**config.mk**
```make
export PLATFORM = sky130hd
export DESIGN_NAME = emi_pin_ctrl
export DESIGN_NICKNAME = d
export VERILOG_FILES = /design/src/design/emi_pkg.sv /design/src/design/emi_lane_ctrl.sv /design/src/design/emi_pin_ctrl.sv
export VERILOG_INCLUDE_DIRS = /design/src /design/src/design
export SDC_FILE = /design/constraint.sdc
export NUM_CORES = 1
export LEC_CHECK = 0
export BUFFER_PORTS_ARGS = -buffer_cell sky130_fd_sc_hd__buf_2
export CORE_MARGIN = 4
export CORE_UTILIZATION = 30
export DETAILED_ROUTE_END_ITERATION = 8
export SYNTH_ARGS = -nofsm -noshare
export SYNTH_HDL_FRONTEND = slang
export SYNTH_HIERARCHICAL = 1
export SYNTH_SLANG_ARGS = --single-unit
```
**constraint.sdc**
```tcl
create_clock -name core_clk -period 3.6 [get_ports core_clk]
set_input_delay 0.18 -clock core_clk [delete_from_list [all_inputs] [get_ports core_clk]]
set_output_delay 0.18 -clock core_clk [all_outputs]
set_load 0.005 [all_outputs]
```
**src/design/emi_defines.svh**
```systemverilog
`ifndef EMI_DEFINES_SVH
`define EMI_DEFINES_SVH
// Function
// - Drive a 24-bit address covering 16M words of each static bank.
// - SDRAM internal bank number always sits on address bits 14 and 13.
// - Address bit 10 high with the SDRAM read/write command requests auto precharge.
// - Static banks 8, 16 or 32 bits wide; SDRAM banks 16 or 32 only.
// - Two separate active-low SDRAM chip selects, one per SDRAM bank.
// - One row and one column strobe shared, qualified by the chip select.
// - Clock-enable output tells the SDRAM whether to sample its clock.
// - Shared write strobe: SDRAM write enable, and 16-bit static banks only.
// - Wait input low stretches a static access past its programmed count.
// - Eight active-low chip selects, one per static or external I/O bank.
// - Bank 0 width from straps: 01 byte, 10 half, 11 word, 00 reserved.
// - Output enable asserted low during every static read access.
// - Four active-low byte-lane write enables strobe only written lanes.
// - Same four lanes act as SDRAM data masks, masking unused lanes.

// ----------------------------------------
// Pin layout
// ----------------------------------------
`define EMI_ADDR_W 24
`define EMI_DATA_W 32
`define EMI_STATIC_BANKS 8
`define EMI_SDRAM_BANKS 2
`define EMI_AP_BIT 10
`define EMI_SD_BA_LO 13
`define EMI_SD_COL_W 10
`define EMI_SD_ROW_W 12

// ----------------------------------------
// Reset values
// ----------------------------------------
`define EMI_RST_PINS_N 1'b1
`define EMI_RST_CKE 1'b0

// ----------------------------------------
// Timing
// ----------------------------------------
`define EMI_CLK_KHZ 40000
`define EMI_TRCD_NS 20
`define EMI_TRCD_CYC (((`EMI_TRCD_NS * `EMI_CLK_KHZ) + 999999) / 1000000)
`define EMI_CAS_LAT_CYC 2
`endif

```
**src/design/emi_pkg.sv**
```systemverilog
package emi_pkg;
  // Bus width codes, same coding as the boot straps
  typedef enum logic [1:0] {
    EMI_W_RSVD = 2'h0,
    EMI_W_BYTE = 2'h1,
    EMI_W_HALF = 2'h2,
    EMI_W_WORD = 2'h3
  } emi_width_e;

  typedef enum logic [2:0] {
    EMI_IDLE = 3'h0,
    EMI_ST_ACC = 3'h1,
    EMI_SD_ACT = 3'h2,
    EMI_SD_CMD = 3'h6,
    EMI_SD_LAT = 3'h4
  } emi_fsm_e;

  typedef struct packed {
    emi_fsm_e state;
    logic [7:0] cnt;
    logic write;
    logic sdram;
    emi_width_e boot_width;
    logic [31:0] wdata;
    logic [23:0] addr;
    logic [9:0] col;
    logic [31:0] data_out;
    logic data_oe_n;
    logic [1:0] sd_cs_n;
    logic ras_n;
    logic cas_n;
    logic we_n;
    logic cke;
    logic [7:0] rcs_n;
    logic oe_n;
    logic [3:0] lane_n;
    logic [31:0] rdata;
    logic rsp_valid;
  } emi_state_s;
endpackage

```
**src/design/emi_lane_ctrl.sv**
```systemverilog
`include "emi_defines.svh"

module emi_lane_ctrl
(
  input wire emi_pkg::emi_width_e width,
  input wire logic [3:0] byte_en,
  input wire logic sdram,
  input wire logic write,
  output logic [3:0] lane_n,
  output logic we16_n
);
  import emi_pkg::*;

  logic [3:0] width_mask;

  always_comb
  begin
    unique case (width)
      EMI_W_BYTE: width_mask = 4'h1;
      EMI_W_HALF: width_mask = 4'h3;
      default: width_mask = 4'hF;
    endcase
    // Lanes outside the bank width never strobe, so stray enables are harmless
    if (sdram)
      lane_n = ~(byte_en & width_mask);
    else if (write)
      lane_n = ~(byte_en & width_mask);
    else
      lane_n = 4'hF;
    we16_n = !(write && !sdram && (width == EMI_W_HALF));
  end
endmodule

```
**src/design/emi_pin_ctrl.sv**
```systemverilog
`include "emi_defines.svh"

module emi_pin_ctrl #(
  parameter int WAIT_W = 4,
  parameter int CAS_LAT = `EMI_CAS_LAT_CYC,
  parameter int TRCD = `EMI_TRCD_CYC
)
(
  input wire logic core_clk,
  input wire logic rst_n,
  input wire logic req_valid,
  output logic req_ready,
  input wire logic req_write,
  input wire logic req_sdram,
  input wire logic [2:0] req_bank,
  input wire logic [`EMI_ADDR_W-1:0] req_addr,
  input wire logic [`EMI_DATA_W-1:0] req_wdata,
  input wire logic [3:0] req_byte_en,
  input wire logic [WAIT_W-1:0] req_wait_cycles,
  input wire logic [15:0] bank_width_cfg,
  input wire logic sdram_width_32,
  input wire logic sdram_clk_hold,
  output logic rsp_valid,
  output logic [`EMI_DATA_W-1:0] rsp_rdata,
  input wire logic [1:0] boot_bank_width,
  output logic boot_width_reserved,
  output logic [`EMI_ADDR_W-1:0] ext_addr,
  input wire logic [`EMI_DATA_W-1:0] ext_data_bus_in,
  output logic [`EMI_DATA_W-1:0] ext_data_bus_out,
  output logic ext_data_bus_oe_n,
  output logic [`EMI_SDRAM_BANKS-1:0] sdram_chip_sel_n,
  output logic sdram_row_strobe_n,
  output logic sdram_col_strobe_n,
  output logic sdram_clk_en,
  output logic shared_write_strobe_n,
  input wire logic ext_wait_n,
  output logic [`EMI_STATIC_BANKS-1:0] static_bank_sel_n,
  output logic read_output_enable_n,
  output logic [3:0] byte_lane_write_n
);
  import emi_pkg::*;

  emi_state_s r;
  emi_state_s next_r;
  emi_width_e req_width;
  emi_width_e lane_width;
  logic [3:0] lane_n;
  logic we16_n;
  logic [1:0] req_ibank;
  logic [`EMI_ADDR_W-1:0] row_addr;
  logic [`EMI_ADDR_W-1:0] col_addr;
  logic [`EMI_STATIC_BANKS-1:0] static_sel_n;
  logic [`EMI_SDRAM_BANKS-1:0] sdram_sel_n;
  logic cke_want;
  logic static_done;
  emi_state_s parked;

  // ----------------------------------------
  // Request decode
  // ----------------------------------------
  always_comb
  begin
    if (req_bank == 3'h0)
      req_width = r.boot_width;
    else
      req_width = emi_width_e'(bank_width_cfg[{req_bank, 1'b0} +: 2]);
    // Reserved codes fall back to word so the bank is at least reachable
    if (req_width == EMI_W_RSVD)
      req_width = EMI_W_WORD;
    // SDRAM never runs 8 bits wide
    lane_width = req_sdram ? (sdram_width_32 ? EMI_W_WORD : EMI_W_HALF) : req_width;
  end

  // ----------------------------------------
  // Address split
  // ----------------------------------------
  // SDRAM address split: column [9:0], internal bank [11:10], row [23:12]
  always_comb
  begin
    req_ibank = req_addr[`EMI_SD_COL_W +: 2];
    row_addr = '0;
    row_addr[`EMI_SD_ROW_W-1:0] = req_addr[`EMI_ADDR_W-1 -: `EMI_SD_ROW_W];
    row_addr[`EMI_SD_BA_LO +: 2] = req_ibank;
    col_addr = '0;
    col_addr[`EMI_SD_COL_W-1:0] = r.col;
    col_addr[`EMI_SD_BA_LO +: 2] = r.addr[`EMI_SD_BA_LO +: 2];
    col_addr[`EMI_AP_BIT] = 1'b1;
  end

  emi_lane_ctrl u_lane
  (
    .width(lane_width),
    .byte_en(req_byte_en),
    .sdram(req_sdram),
    .write(req_write),
    .lane_n(lane_n),
    .we16_n(we16_n)
  );

  // A powered-down SDRAM needs one cycle with CKE high before a command
  assign req_ready = (r.state == EMI_IDLE) && (!req_sdram || r.cke);

  // ----------------------------------------
  // Bank selects
  // ----------------------------------------
  // Only bit 0 of the bank picks between the two SDRAM selects
  always_comb
  begin
    static_sel_n = ~(8'h1 << req_bank);
    sdram_sel_n = ~(2'h1 << req_bank[0]);
  end

  // ----------------------------------------
  // SDRAM clock enable
  // ----------------------------------------
  // CKE only drops while idle; an access in flight keeps the level it started with
  always_comb
  begin
    if (r.state != EMI_IDLE)
      cke_want = r.cke;
    else
      cke_want = !sdram_clk_hold || (req_valid && req_sdram);
  end

  // Programmed count spent and the device no longer holding the access off
  assign static_done = (r.cnt == 8'h0) && ext_wait_n;

  // ----------------------------------------
  // Parked pins
  // ----------------------------------------
  // Every idle cycle and the illegal-code branch start from this copy, so no strobe stays low while idle
  always_comb
  begin
    parked = r;
    parked.state = EMI_IDLE;
    parked.cnt = 8'h0;
    parked.rsp_valid = 1'b0;
    parked.data_oe_n = 1'b1;
    parked.sd_cs_n = {`EMI_SDRAM_BANKS{`EMI_RST_PINS_N}};
    parked.ras_n = `EMI_RST_PINS_N;
    parked.cas_n = `EMI_RST_PINS_N;
    parked.we_n = `EMI_RST_PINS_N;
    parked.rcs_n = {`EMI_STATIC_BANKS{`EMI_RST_PINS_N}};
    parked.oe_n = `EMI_RST_PINS_N;
    parked.lane_n = {4{`EMI_RST_PINS_N}};
    parked.cke = cke_want;
  end

  // ----------------------------------------
  // Access sequencer
  // ----------------------------------------
  always_comb
  begin
    next_r = r;
    next_r.rsp_valid = 1'b0;
    unique case (r.state)
      EMI_IDLE:
      begin
        // Nothing taken this cycle leaves every pin parked
        next_r = parked;
        if (req_valid && req_ready)
        begin
          next_r.write = req_write;
          next_r.sdram = req_sdram;
          next_r.wdata = req_wdata;
          next_r.lane_n = lane_n;
          if (req_sdram)
          begin
            // Activate: row strobe with this bank's select
            next_r.state = EMI_SD_ACT;
            next_r.addr = row_addr;
            next_r.sd_cs_n = sdram_sel_n;
            next_r.ras_n = 1'b0;
            next_r.cnt = 8'(TRCD - 1);
            // Column waits in its own field; the pins carry the row until the command
            next_r.col = req_addr[`EMI_SD_COL_W-1:0];
          end
          else
          begin
            next_r.state = EMI_ST_ACC;
            next_r.addr = req_addr;
            next_r.rcs_n = static_sel_n;
            next_r.oe_n = req_write;
            next_r.we_n = we16_n;
            next_r.data_out = req_wdata;
            next_r.data_oe_n = !req_write;
            next_r.cnt = 8'(req_wait_cycles);
          end
        end
      end
      EMI_ST_ACC:
      begin
        // Count the programmed cycles first, then honour the wait input
        if (r.cnt != 8'h0)
          next_r.cnt = r.cnt - 8'h1;
        else if (static_done)
        begin
          next_r.state = EMI_IDLE;
          next_r.rsp_valid = 1'b1;
          if (!r.write)
            next_r.rdata = ext_data_bus_in;
          next_r.rcs_n = {`EMI_STATIC_BANKS{`EMI_RST_PINS_N}};
          next_r.oe_n = `EMI_RST_PINS_N;
          next_r.we_n = `EMI_RST_PINS_N;
          next_r.lane_n = {4{`EMI_RST_PINS_N}};
          next_r.data_oe_n = 1'b1;
        end
      end
      EMI_SD_ACT:
      begin
        // NOP while the row opens; selects stay with the bank
        next_r.ras_n = 1'b1;
        if (r.cnt != 8'h0)
          next_r.cnt = r.cnt - 8'h1;
        else
        begin
          next_r.state = EMI_SD_CMD;
          next_r.addr = col_addr;
          next_r.cas_n = 1'b0;
          next_r.we_n = !r.write;
          next_r.data_out = r.wdata;
          next_r.data_oe_n = !r.write;
          next_r.cnt = 8'(CAS_LAT - 1);
        end
      end
      EMI_SD_CMD:
      begin
        // Cycle after the command: NOP, bus released
        next_r.cas_n = 1'b1;
        next_r.we_n = 1'b1;
        next_r.sd_cs_n = {`EMI_SDRAM_BANKS{1'b1}};
        next_r.data_oe_n = 1'b1;
        if (r.write)
        begin
          // Auto precharge closes the row, so a write ends here
          next_r.state = EMI_IDLE;
          next_r.rsp_valid = 1'b1;
          next_r.lane_n = 4'hF;
        end
        else
          next_r.state = EMI_SD_LAT;
      end
      EMI_SD_LAT:
      begin
        // Wait out the CAS latency, then take the word
        if (r.cnt != 8'h0)
          next_r.cnt = r.cnt - 8'h1;
        else
        begin
          next_r.state = EMI_IDLE;
          next_r.rsp_valid = 1'b1;
          next_r.rdata = ext_data_bus_in;
          next_r.lane_n = 4'hF;
        end
      end
      default:
      begin
        // An illegal code parks the pins as well, not only the sequencer
        next_r = parked;
      end
    endcase
  end

  // Reset parks every pin and captures the strap again on each clock edge while reset is low
  always_ff @(posedge core_clk)
  begin
    if (!rst_n)
    begin
      r <= '0;
      r.state <= EMI_IDLE;
      r.boot_width <= emi_width_e'(boot_bank_width);
      r.data_oe_n <= 1'b1;
      r.sd_cs_n <= {`EMI_SDRAM_BANKS{`EMI_RST_PINS_N}};
      r.ras_n <= `EMI_RST_PINS_N;
      r.cas_n <= `EMI_RST_PINS_N;
      r.we_n <= `EMI_RST_PINS_N;
      r.cke <= `EMI_RST_CKE;
      r.rcs_n <= {`EMI_STATIC_BANKS{`EMI_RST_PINS_N}};
      r.oe_n <= `EMI_RST_PINS_N;
      r.lane_n <= {4{`EMI_RST_PINS_N}};
    end
    else
    begin
      r <= next_r;
    end
  end

  // ----------------------------------------
  // Pins
  // ----------------------------------------
  // Every pin comes straight from a flip-flop, so no decode glitch reaches the board
  assign ext_addr = r.addr;
  assign ext_data_bus_out = r.data_out;
  assign ext_data_bus_oe_n = r.data_oe_n;
  assign sdram_chip_sel_n = r.sd_cs_n;
  assign sdram_row_strobe_n = r.ras_n;
  assign sdram_col_strobe_n = r.cas_n;
  assign sdram_clk_en = r.cke;
  assign shared_write_strobe_n = r.we_n;
  assign static_bank_sel_n = r.rcs_n;
  assign read_output_enable_n = r.oe_n;
  assign byte_lane_write_n = r.lane_n;

  // ----------------------------------------
  // Response
  // ----------------------------------------
  assign rsp_valid = r.rsp_valid;
  assign rsp_rdata = r.rdata;
  assign boot_width_reserved = (r.boot_width == EMI_W_RSVD);
endmodule

```
==> results.txt, run 1 <==
status -> finished, final reports clean
Synth Instances -> 916
via count of the first global-routing pass -> 6551
most common cell after layout, fill and taps aside -> buf_2
Worst Path Required -> 3.90 ns
antenna-violating nets left -> 0
Lkg Pwr -> 3.84 nW
CTS buffer count -> 17
Avg Inst Size Synth -> 8.33 um2
Crit. End Element -> flip-flop
wire per inst -> 15.7 um
period utilisation layout -> 0.720
initial DRC count -> 446
antenna violations before repair -> 6
# clock sinks -> 165
routability congestion estimate -> 0.753
Final WS setup -> 1.01 ns
Fin Setup TNS -> 0 ns
Initial Util -> 0.304
DP HPWL -> 14.9 mm
DR vias -> 6766
largest net degree at the start of global routing -> 71
Initial DRT Pass Iterations -> 5
Syn Std Cell Area -> 0.00763 mm2
FFs w/ async S/R, synth -> 0
worst slew pin tran -> 0.877 ns
Final Slew Violations -> 0
most frequent cells in the layout -> 233 x buf_2, 163 x dfxtp_1, 146 x nand2_1, 97 x nor2_1, 96 x a21oi_1
Max Fclk -> 0.386 GHz
RSZ-0062 raised after global routing -> no
maximum vdd drop -> 288 uV
hold endpoint -> parked[145]
clock root buffer -> clkbuf_16
Main synth FF type -> dfxtp_1
layout cells sized above 1 -> 0.279
Die W -> 168 um
reg-to-reg slack, setup -> 1.01 ns
clk buf depth -> 2
dpl ws -> 1.05 ns
design area -> 0.00932 mm2
worst hold path class -> primary input to flip-flop
Tmin final -> 2.59 ns
Final Hold Fails -> 0
Gate power share -> 0.347
Placed Instance Area -> 0.00825 mm2
H-tree depth -> 4
insertion delay to the later sink of the worst-skew pair -> 0.42 ns
final core occ -> 0.371
Slew HR -> 0.415
Die Y -> 168 um
Pwr Total -> 6.72 mW
max_cap viols -> 0
Critical Path AT -> 2.89 ns
register area share after synthesis -> 0.435
P_sw -> 2.40 mW
Via density -> 4.82
cts repair resizes -> 0
Setup Buffers After CTS -> 0
Sequential Power Share -> 0.357
worst setup path startpoint -> r[164]
final wirelength -> 22.0 mm
Crit Reg-Reg Startpoint -> r[164]
synthesis-to-layout area growth -> 22.0%
Setup CP Type -> flip-flop to flip-flop
hold_sp -> req_wdata[26]
# IOs -> 236
first-pass GRT wire length -> 34.9 mm
Worst Setup Start Kind -> flip-flop
die area -> 0.0281 mm2
Clk network pwr share -> 0.296
warnings from Yosys -> 6
core area -> 0.0251 mm2
synthesized flop and latch total -> 165
worst-case reg-to-reg path depth -> 6
Layout Nets -> 1185
clock slew at reported path FFs -> 0.07 ns
Setup violations, final -> 0
gr ovfl total -> 0
Cell Int Power -> 4.32 mW
All-Layer GR Usage -> 0.152
worst-path fanout max -> 21
worst-case clock skew -> 0.0125 ns
cell row count -> 58
Mapped Nets -> 1044
drt drc -> 0
sw frac -> 0.357
CTS tree -> done
Yosys cell types -> 61
power per cell area -> 721 mW/mm2
# port buffers -> 233
Critical R2R Capture -> ext_addr[11]
number of synthesized flops with an enable pin -> 2
Hold Crit Depth -> 3
CTS Hold Bufs -> 41
-- cells in the mapped netlist (all sizes together), types with 2 or more instances --
| cell type | count | area, um2 |
|---|---|---|
| a211oi | 2 | 20.0 |
| a21oi | 96 | 480 |
| a221oi | 10 | 87.6 |
| a222oi | 2 | 20.0 |
| a22oi | 14 | 105 |
| a31oi | 3 | 18.8 |
| and2 | 13 | 81.3 |
| and3 | 3 | 18.8 |
| buf | 133 | 983 |
| clkbuf | 38 | 143 |
| dfxtp | 163 | 3260 |
| edfxtp | 2 | 60.1 |
| ha | 3 | 37.5 |
| inv | 10 | 37.5 |
| mux2i | 3 | 30.0 |
| mux4 | 4 | 90.1 |
| nand2 | 146 | 548 |
| nand2b | 5 | 31.3 |
| nand3 | 44 | 220 |
| nand3b | 3 | 22.5 |
| nand4b | 2 | 17.5 |
| nor2 | 97 | 364 |
| nor2b | 5 | 31.3 |
| nor3 | 7 | 68.8 |
| nor3b | 2 | 15.0 |
| nor4 | 3 | 18.8 |
| nor4b | 2 | 23.8 |
| o211ai | 6 | 45.0 |
| o21ai | 14 | 70.1 |
| o221ai | 32 | 280 |
| o22ai | 10 | 62.6 |
| o2bb2ai | 10 | 87.6 |
| o32ai | 4 | 35.0 |
| or2 | 2 | 15.0 |
| or3 | 2 | 17.5 |
| or3b | 3 | 26.3 |
| xnor2 | 2 | 17.5 |
| xor2 | 4 | 35.0 |
-- sequential cells by signal, indices dropped and copies added (netlist names), 2 cells and up --
name / flops
parked: 35
ext_data_bus_out: 32
rsp_rdata: 32
ext_addr: 24
r: 11
col_addr: 10
static_bank_sel_n: 8
byte_lane_write_n: 4
sdram_chip_sel_n: 2
-- critical path, cell delays in order, from the launching register on --
cell and delay (ns):
dfxtp_1 0.73, nor3b_1 0.42, and3_1 0.59, nor2_1 0.08, buf_4 0.24, a222oi_1 0.35, nor2_1 0.06
-- how the worst max path moves through the flow --
stage                      endpoint  slack, ns  depth (start not counted)
2_1_floorplan  byte_lane_write_n[3]       1.48                         10
3_3_place_gp           ext_addr[11]       1.06                          9
3_5_place_dp           ext_addr[11]       1.05                          6
4_1_cts                ext_addr[11]       1.04                          6
5_1_grt                ext_addr[11]       0.80                          6
6_report               ext_addr[11]       1.01                          6
-- through the flow --
step | cells | hold slack, ns
6_report | 1403 | 0.0190
5_1_grt | 1403 | 0.000360
4_1_cts | 1400 | 0.0000903
3_5_place_dp | 1327 | 0.384
3_3_place_gp | 1327 | 0.376
2_1_floorplan | 916 | 0.289
-- area by class of cell --
class | instances | area, um2
tap | 330 | 413
clock buffer | 22 | 474
inverter | 10 | 38.8
multi-input combinational | 570 | 3160
clock inverter | 10 | 170
fill | 2644 | 15800
antenna | 3 | 7.51
sequential | 165 | 3320
timing repair buffer | 293 | 1730
-- kinds of logic after synthesis --
| group | Yosys count | share of synthesized area |
|---|---|---|
| mux | 7 | 0.0157 |
| fa+ha+maj | 3 | 0.00492 |
| xor+xnor | 6 | 0.00689 |
| flops | 165 | 0.435 |
| simple gates | 340 | 0.200 |
| buf+inv | 181 | 0.152 |
| compound gates | 214 | 0.184 |
-- metal layers --
| layer | share of wire | global-route usage | routed length, um | up-vias |
|---|---|---|---|---|
| met5 | 0.0015 | 0 | 34 | - |
| met4 | 0.018 | 0.0448 | 386 | 6 |
| met3 | 0.074 | 0.0493 | 1630 | 28 |
| met2 | 0.47 | 0.250 | 10400 | 221 |
| met1 | 0.43 | 0.192 | 9560 | 3164 |
| li1 | - | - | - | 3347 |
-- power by group through the flow --
| stage | Sequential [mW] | Clock (mW) | Combinational (mW) |
|---|---|---|---|
| detailed placement | 2.44 | 0 | 2.32 |
| floorplan | 2.35 | 0 | 1.91 |
| CTS | 2.40 | 2.05 | 2.36 |
| global placement | 2.43 | 0 | 2.30 |
| finish | 2.40 | 1.99 | 2.33 |
| global route | 2.45 | 2.13 | 2.61 |
No activity file was read; power rests on OpenSTA's default activity.
==> inputs of run 2 (changes only) <==
- clock period: 3.6 -> 2.2 ns (I/O delays scaled with it)
==> results.txt, run 2 (synthesis gave the netlist of run 1 again) <==
CTS buffer count -> 17
gr ovfl total -> 0
Cell Int Power -> 7.20 mW
RSZ-0062 raised after global routing -> yes
Most Crowded Layer GR -> met2
via count of the first global-routing pass -> 7095
Worst Setup Start Kind -> flip-flop
antenna-violating nets left -> 0
clock root buffer -> clkbuf_16
DP HPWL -> 15.3 mm
maximum vdd drop -> 518 uV
status -> finished, final reports clean
final wirelength -> 22.9 mm
Crit. End Element -> flip-flop
largest net degree at the start of global routing -> 72
Via density -> 4.78
Setup violations, final -> 0
routability congestion estimate -> 0.799
Setup CP Type -> flip-flop to flip-flop
wire per inst -> 15.5 um
power per cell area -> 1110 mW/mm2
Die Y -> 168 um
die area -> 0.0281 mm2
worst-case clock skew -> 0.0126 ns
max reg flops -> 35
cell row count -> 58
sw frac -> 0.360
M3 GR Usage -> 0.0460
Die W -> 168 um
Lkg Pwr -> 4.19 nW
drt drc -> 0
synthesis-to-layout area growth -> 32.6%
Critical Path AT -> 2.41 ns
core area -> 0.0251 mm2
# clock sinks -> 165
Max Fclk -> 0.469 GHz
worst slew pin tran -> 0.838 ns
Initial Util -> 0.304
Tmin final -> 2.13 ns
period utilisation layout -> 0.969
antenna violations before repair -> 2
slowest cell delay on critical path -> 0.49 ns
final core occ -> 0.403
worst hold path class -> primary input to flip-flop
clock slew at reported path FFs -> 0.07 ns
Layout Nets -> 1260
Final Slew Violations -> 0
# diodes -> 0
H-tree depth -> 4
Clk network pwr share -> 0.275
max_cap viols -> 0
most frequent cells in the layout -> 233 x buf_2, 163 x dfxtp_1, 146 x nand2_1, 97 x nor2_1, 95 x a21oi_1
Slew HR -> 0.441
most common cell after layout, fill and taps aside -> buf_2
insertion delay to the later sink of the worst-skew pair -> 0.42 ns
Worst Path Required -> 2.48 ns
Final WS setup -> 0.0692 ns
initial DRC count -> 403
P_sw -> 4.06 mW
Gate power share -> 0.379
fill cell count -> 2558
met2 Use GR -> 0.281
Initial DRT Pass Iterations -> 7
CP cell instances -> mux4_2 -> mux2i_4 -> buf_4 -> nor4_4 -> a21oi_4 -> inv_2 -> ha_4 -> nand3_1 -> o22ai_1 -> nand2_1
CTS tree -> done
WHS -> 0.0152 ns
dpl ws -> -0.0480 ns
clk buf depth -> 2
Sequential Power Share -> 0.346
first-pass GRT wire length -> 37.0 mm
Final Hold Fails -> 0
CP max-delay cell -> mux4_2
# port buffers -> 233
# IOs -> 236
Fin Setup TNS -> 0 ns
worst-path fanout max -> 2
layout cells sized above 1 -> 0.287
DR vias -> 7044
GR Util met1 -> 0.193
All-Layer GR Usage -> 0.160
==> run 2: changes by cell type in the layout (fill, tap and decap cells not counted), moves of 2 or more <==
cell	before	now
clkinv_2	1	3
diode_2	3	0
inv_6	1	4
inv_1	9	7
dlygate4sd3_1	41	94
buf_4	18	32
clkinv_4	3	1
inv_2	0	2
clkbuf_8	3	0
clkinvlp_4	2	4
buf_12	1	8
==> run 2: power groups by stage <==
stage	clock network, mW	logic (mW)	registers, mW
floorplan	0	3.13	3.85
global placement	0	4.08	3.94
detailed placement	0	4.11	3.95
CTS	3.20	4.28	3.89
global route	3.32	4.79	3.96
finish	3.10	4.27	3.89
==> run 2: final timing paths <==
kind / start / end / slack [ns] / cells past startpoint
max: parked[152] / byte_lane_write_n[3] / 0.07 / 10
min: req_byte_en[1] / byte_lane_write_n[1] / 0.02 / 4
max reg2reg: parked[152] / byte_lane_write_n[3] / 0.07 / 10
min reg2reg: rsp_rdata[27] / rsp_rdata[27] / 0.45 / 2
==> run 2: through the flow <==
step | power, mW | std cells | instance area, um2
after global placement | 8.02 | 1349 | 8510
after global routing | 12.1 | 1475 | 10100
final | 11.3 | 1475 | 10100
after floorplan | 6.98 | 916 | 7630
after detailed placement | 8.06 | 1349 | 8510
after CTS | 11.4 | 1475 | 10100
==> run 2: timing repair <==
action / in CTS / in global routing
buffers inserted: 0 / 1
hold endpoints to repair: 112 / 0
gates resized for setup: 6 / 8
endpoints found under the setup margin: 4 / 19
hold buffers: 94 / 0
pin swaps: 4 / 3
==> run 2: routing by layer <==
metal  wire length [um]  part of all wire  up-vias
met2              11300              0.49      192
met3               1460             0.064       24
li1                   -                 -     3508
met5                 15           0.00066        -
met1               9780              0.43     3316
met4                360             0.016        4
==> run 2: cell type report <==
class,count,area [um2],area share
sequential,165,3320,0.328
multi-input combinational,570,3220,0.318
timing repair buffer,368,2520,0.249
clock buffer,18,429,0.0424
tap,330,413,0.0408
clock inverter,14,174,0.0172
inverter,10,38.8,0.00383
==> run 2: worst max-delay path: cells and delay by family, from the launching register on <==
kind / cells / cell delay (ns)
AO/OA/AOI/OAI: 2 / 0.28
adder cells (fa/ha/maj): 1 / 0.26
buffers and inverters: 2 / 0.21
flip-flops: 1 / 0.39
multiplexers: 2 / 0.67
AND/OR/NAND/NOR: 3 / 0.17
==> inputs of run 3 (changes only) <==
- CORE_UTILIZATION: 30 -> 45
- PLACE_DENSITY: unset -> 0.74
==> results.txt, run 3 (synthesis gave the netlist of run 1 again) <==
Final Hold Fails -> 0
Via density -> 5.32
Final WS setup -> -0.0290 ns
Crit. End Element -> flip-flop
H-tree depth -> 4
fill cell count -> 1433
Setup Buffers After CTS -> 0
max_cap viols -> 0
worst-case clock skew -> 0.0104 ns
most common cell after layout, fill and taps aside -> buf_2
# diodes -> 0
layout cells sized above 1 -> 0.290
hold_sp -> req_byte_en[2]
# port buffers -> 233
initial DRC count -> 426
die area -> 0.0191 mm2
antenna violations before repair -> 1
Final Slew Violations -> 0
Hold Crit Depth -> 4
Max Fclk -> 0.449 GHz
DP HPWL -> 14.7 mm
non-filler cells, final -> 1367
worst-case reg-to-reg path depth -> 8
Die Y -> 138 um
Slew HR -> 0.493
Worst Setup Start Kind -> flip-flop
first-pass GRT wire length -> 36.5 mm
# clock sinks -> 165
largest net degree at the start of global routing -> 72
most frequent cells in the layout -> 233 x buf_2, 163 x dfxtp_1, 146 x nand2_1, 97 x nor2_1, 95 x a21oi_1
Setup CP Type -> flip-flop to flip-flop
# IOs -> 236
core area -> 0.0166 mm2
reg-to-reg slack, setup -> -0.03 ns
drt drc -> 0
dpl ws -> -0.254 ns
Initial DRT Pass Iterations -> 5
Die W -> 138 um
area of the multi-input gates -> 0.00321 mm2
gr ovfl total -> 0
CTS tree -> done
Initial Util -> 0.460
wire per inst -> 16.4 um
final wirelength -> 22.4 mm
Tmin final -> 2.23 ns
via count of the first global-routing pass -> 6996
status -> finished, violations left
failing checks -> negative setup slack
DP Cell Count -> 1244
All-Layer GR Usage -> 0.228
maximum vdd drop -> 665 uV
Most Crowded Layer GR -> met2
cell row count -> 47
routability congestion estimate -> 0.882
clk buf depth -> 2
Critical R2R Capture -> byte_lane_write_n[2]
clock slew at reported path FFs -> 0.06 ns
worst-path fanout max -> 2
power per cell area -> 1120 mW/mm2
worst hold path class -> primary input to flip-flop
sequential cell area -> 0.00332 mm2
Critical Path AT -> 2.50 ns
antenna-violating nets left -> 0
insertion delay to the later sink of the worst-skew pair -> 0.42 ns
GR Util met1 -> 0.295
clock root buffer -> clkbuf_16
M3 GR Usage -> 0.0552
Lkg Pwr -> 4.21 nW
worst slew pin tran -> 0.761 ns
CTS buffer count -> 17
Layout Nets -> 1262
met2 Use GR -> 0.371
Crit Reg-Reg Startpoint -> parked[152]
final core occ -> 0.602
Worst Path Required -> 2.47 ns
Setup violations, final -> 2
worst setup path startpoint -> parked[152]
max reg flops -> 35
hold endpoint -> byte_lane_write_n[2]
DR vias -> 7274
synthesis-to-layout area growth -> 30.7%
RSZ-0062 raised after global routing -> yes
period utilisation layout -> 1.01
-- run 3: changes by cell type in the layout (fill, tap and decap cells not counted), moves of 2 or more --
cell	previous run	this run
inv_1	7	9
buf_4	32	35
dlygate4sd3_1	94	92
inv_2	2	0
-- run 3: worst max-delay path, stage by stage, from the launching register on --
cell      delay (ns)
edfxtp_1        0.39
mux4_2          0.50
mux2i_4         0.22
buf_6           0.12
o211ai_1        0.17
ha_1            0.38
nand3_1         0.08
o22ai_1         0.17
nand2_1         0.07
-- run 3: final cells by class --
type / instances / area share
Tap cell: 220 / 0.0276
Clock buffer: 18 / 0.0440
Multi-Input combinational cell: 570 / 0.322
Timing Repair Buffer: 370 / 0.255
Inverter: 10 / 0.00389
Sequential cell: 165 / 0.333
Clock inverter: 14 / 0.0150
-- run 3: what timing repair did --
item | 4_1_cts | 5_1_grt
hold endpoints to repair | 113 | 0
endpoints found under the setup margin | 4 | 20
hold buffers | 92 | 0
pin swaps | 1 | 7
gates resized for setup | 7 | 5
-- run 3: per-layer routing --
layer,wire [um],part of all wire
met1,9530,0.43
met2,10600,0.47
met3,1520,0.068
met4,726,0.032
met5,7,0.00031
-- run 3: through the flow --
stage / power [mW] / cell area, um2 / hold WS (ns) / TNS (ns)
floorplan: 6.98 / 7630 / 0.219 / 0
global placement: 8.02 / 8420 / 0.335 / -0.550
detailed placement: 8.09 / 8420 / 0.346 / -0.770
CTS: 11.2 / 9950 / 0.00328 / 0
global route: 11.9 / 9980 / 0.0104 / -0.134
finish: 11.2 / 9980 / 0.0145 / -0.0422
-- run 3: how the worst max path moves through the flow --
stage                            endpoint  slack (ns)  depth (start not counted)
global placement    shared_write_strobe_n       -0.21                         11
global route         byte_lane_write_n[2]       -0.07                          8
floorplan            byte_lane_write_n[3]        0.15                         10
CTS                 shared_write_strobe_n       0.002                         10
detailed placement  shared_write_strobe_n       -0.25                         11
finish               byte_lane_write_n[2]       -0.03                          8
-- run 3: report_power, final --
| group | internal, mW | switching [mW] | total, mW | leakage, nW |
|---|---|---|---|---|
| sequential | 3.55 | 0.333 | 3.88 | 1.35 |
| clock | 1.72 | 1.25 | 2.97 | 0.285 |
| combinational | 1.92 | 2.43 | 4.35 | 2.57 |
| total | 7.19 | 4.02 | 11.2 | 4.21 |
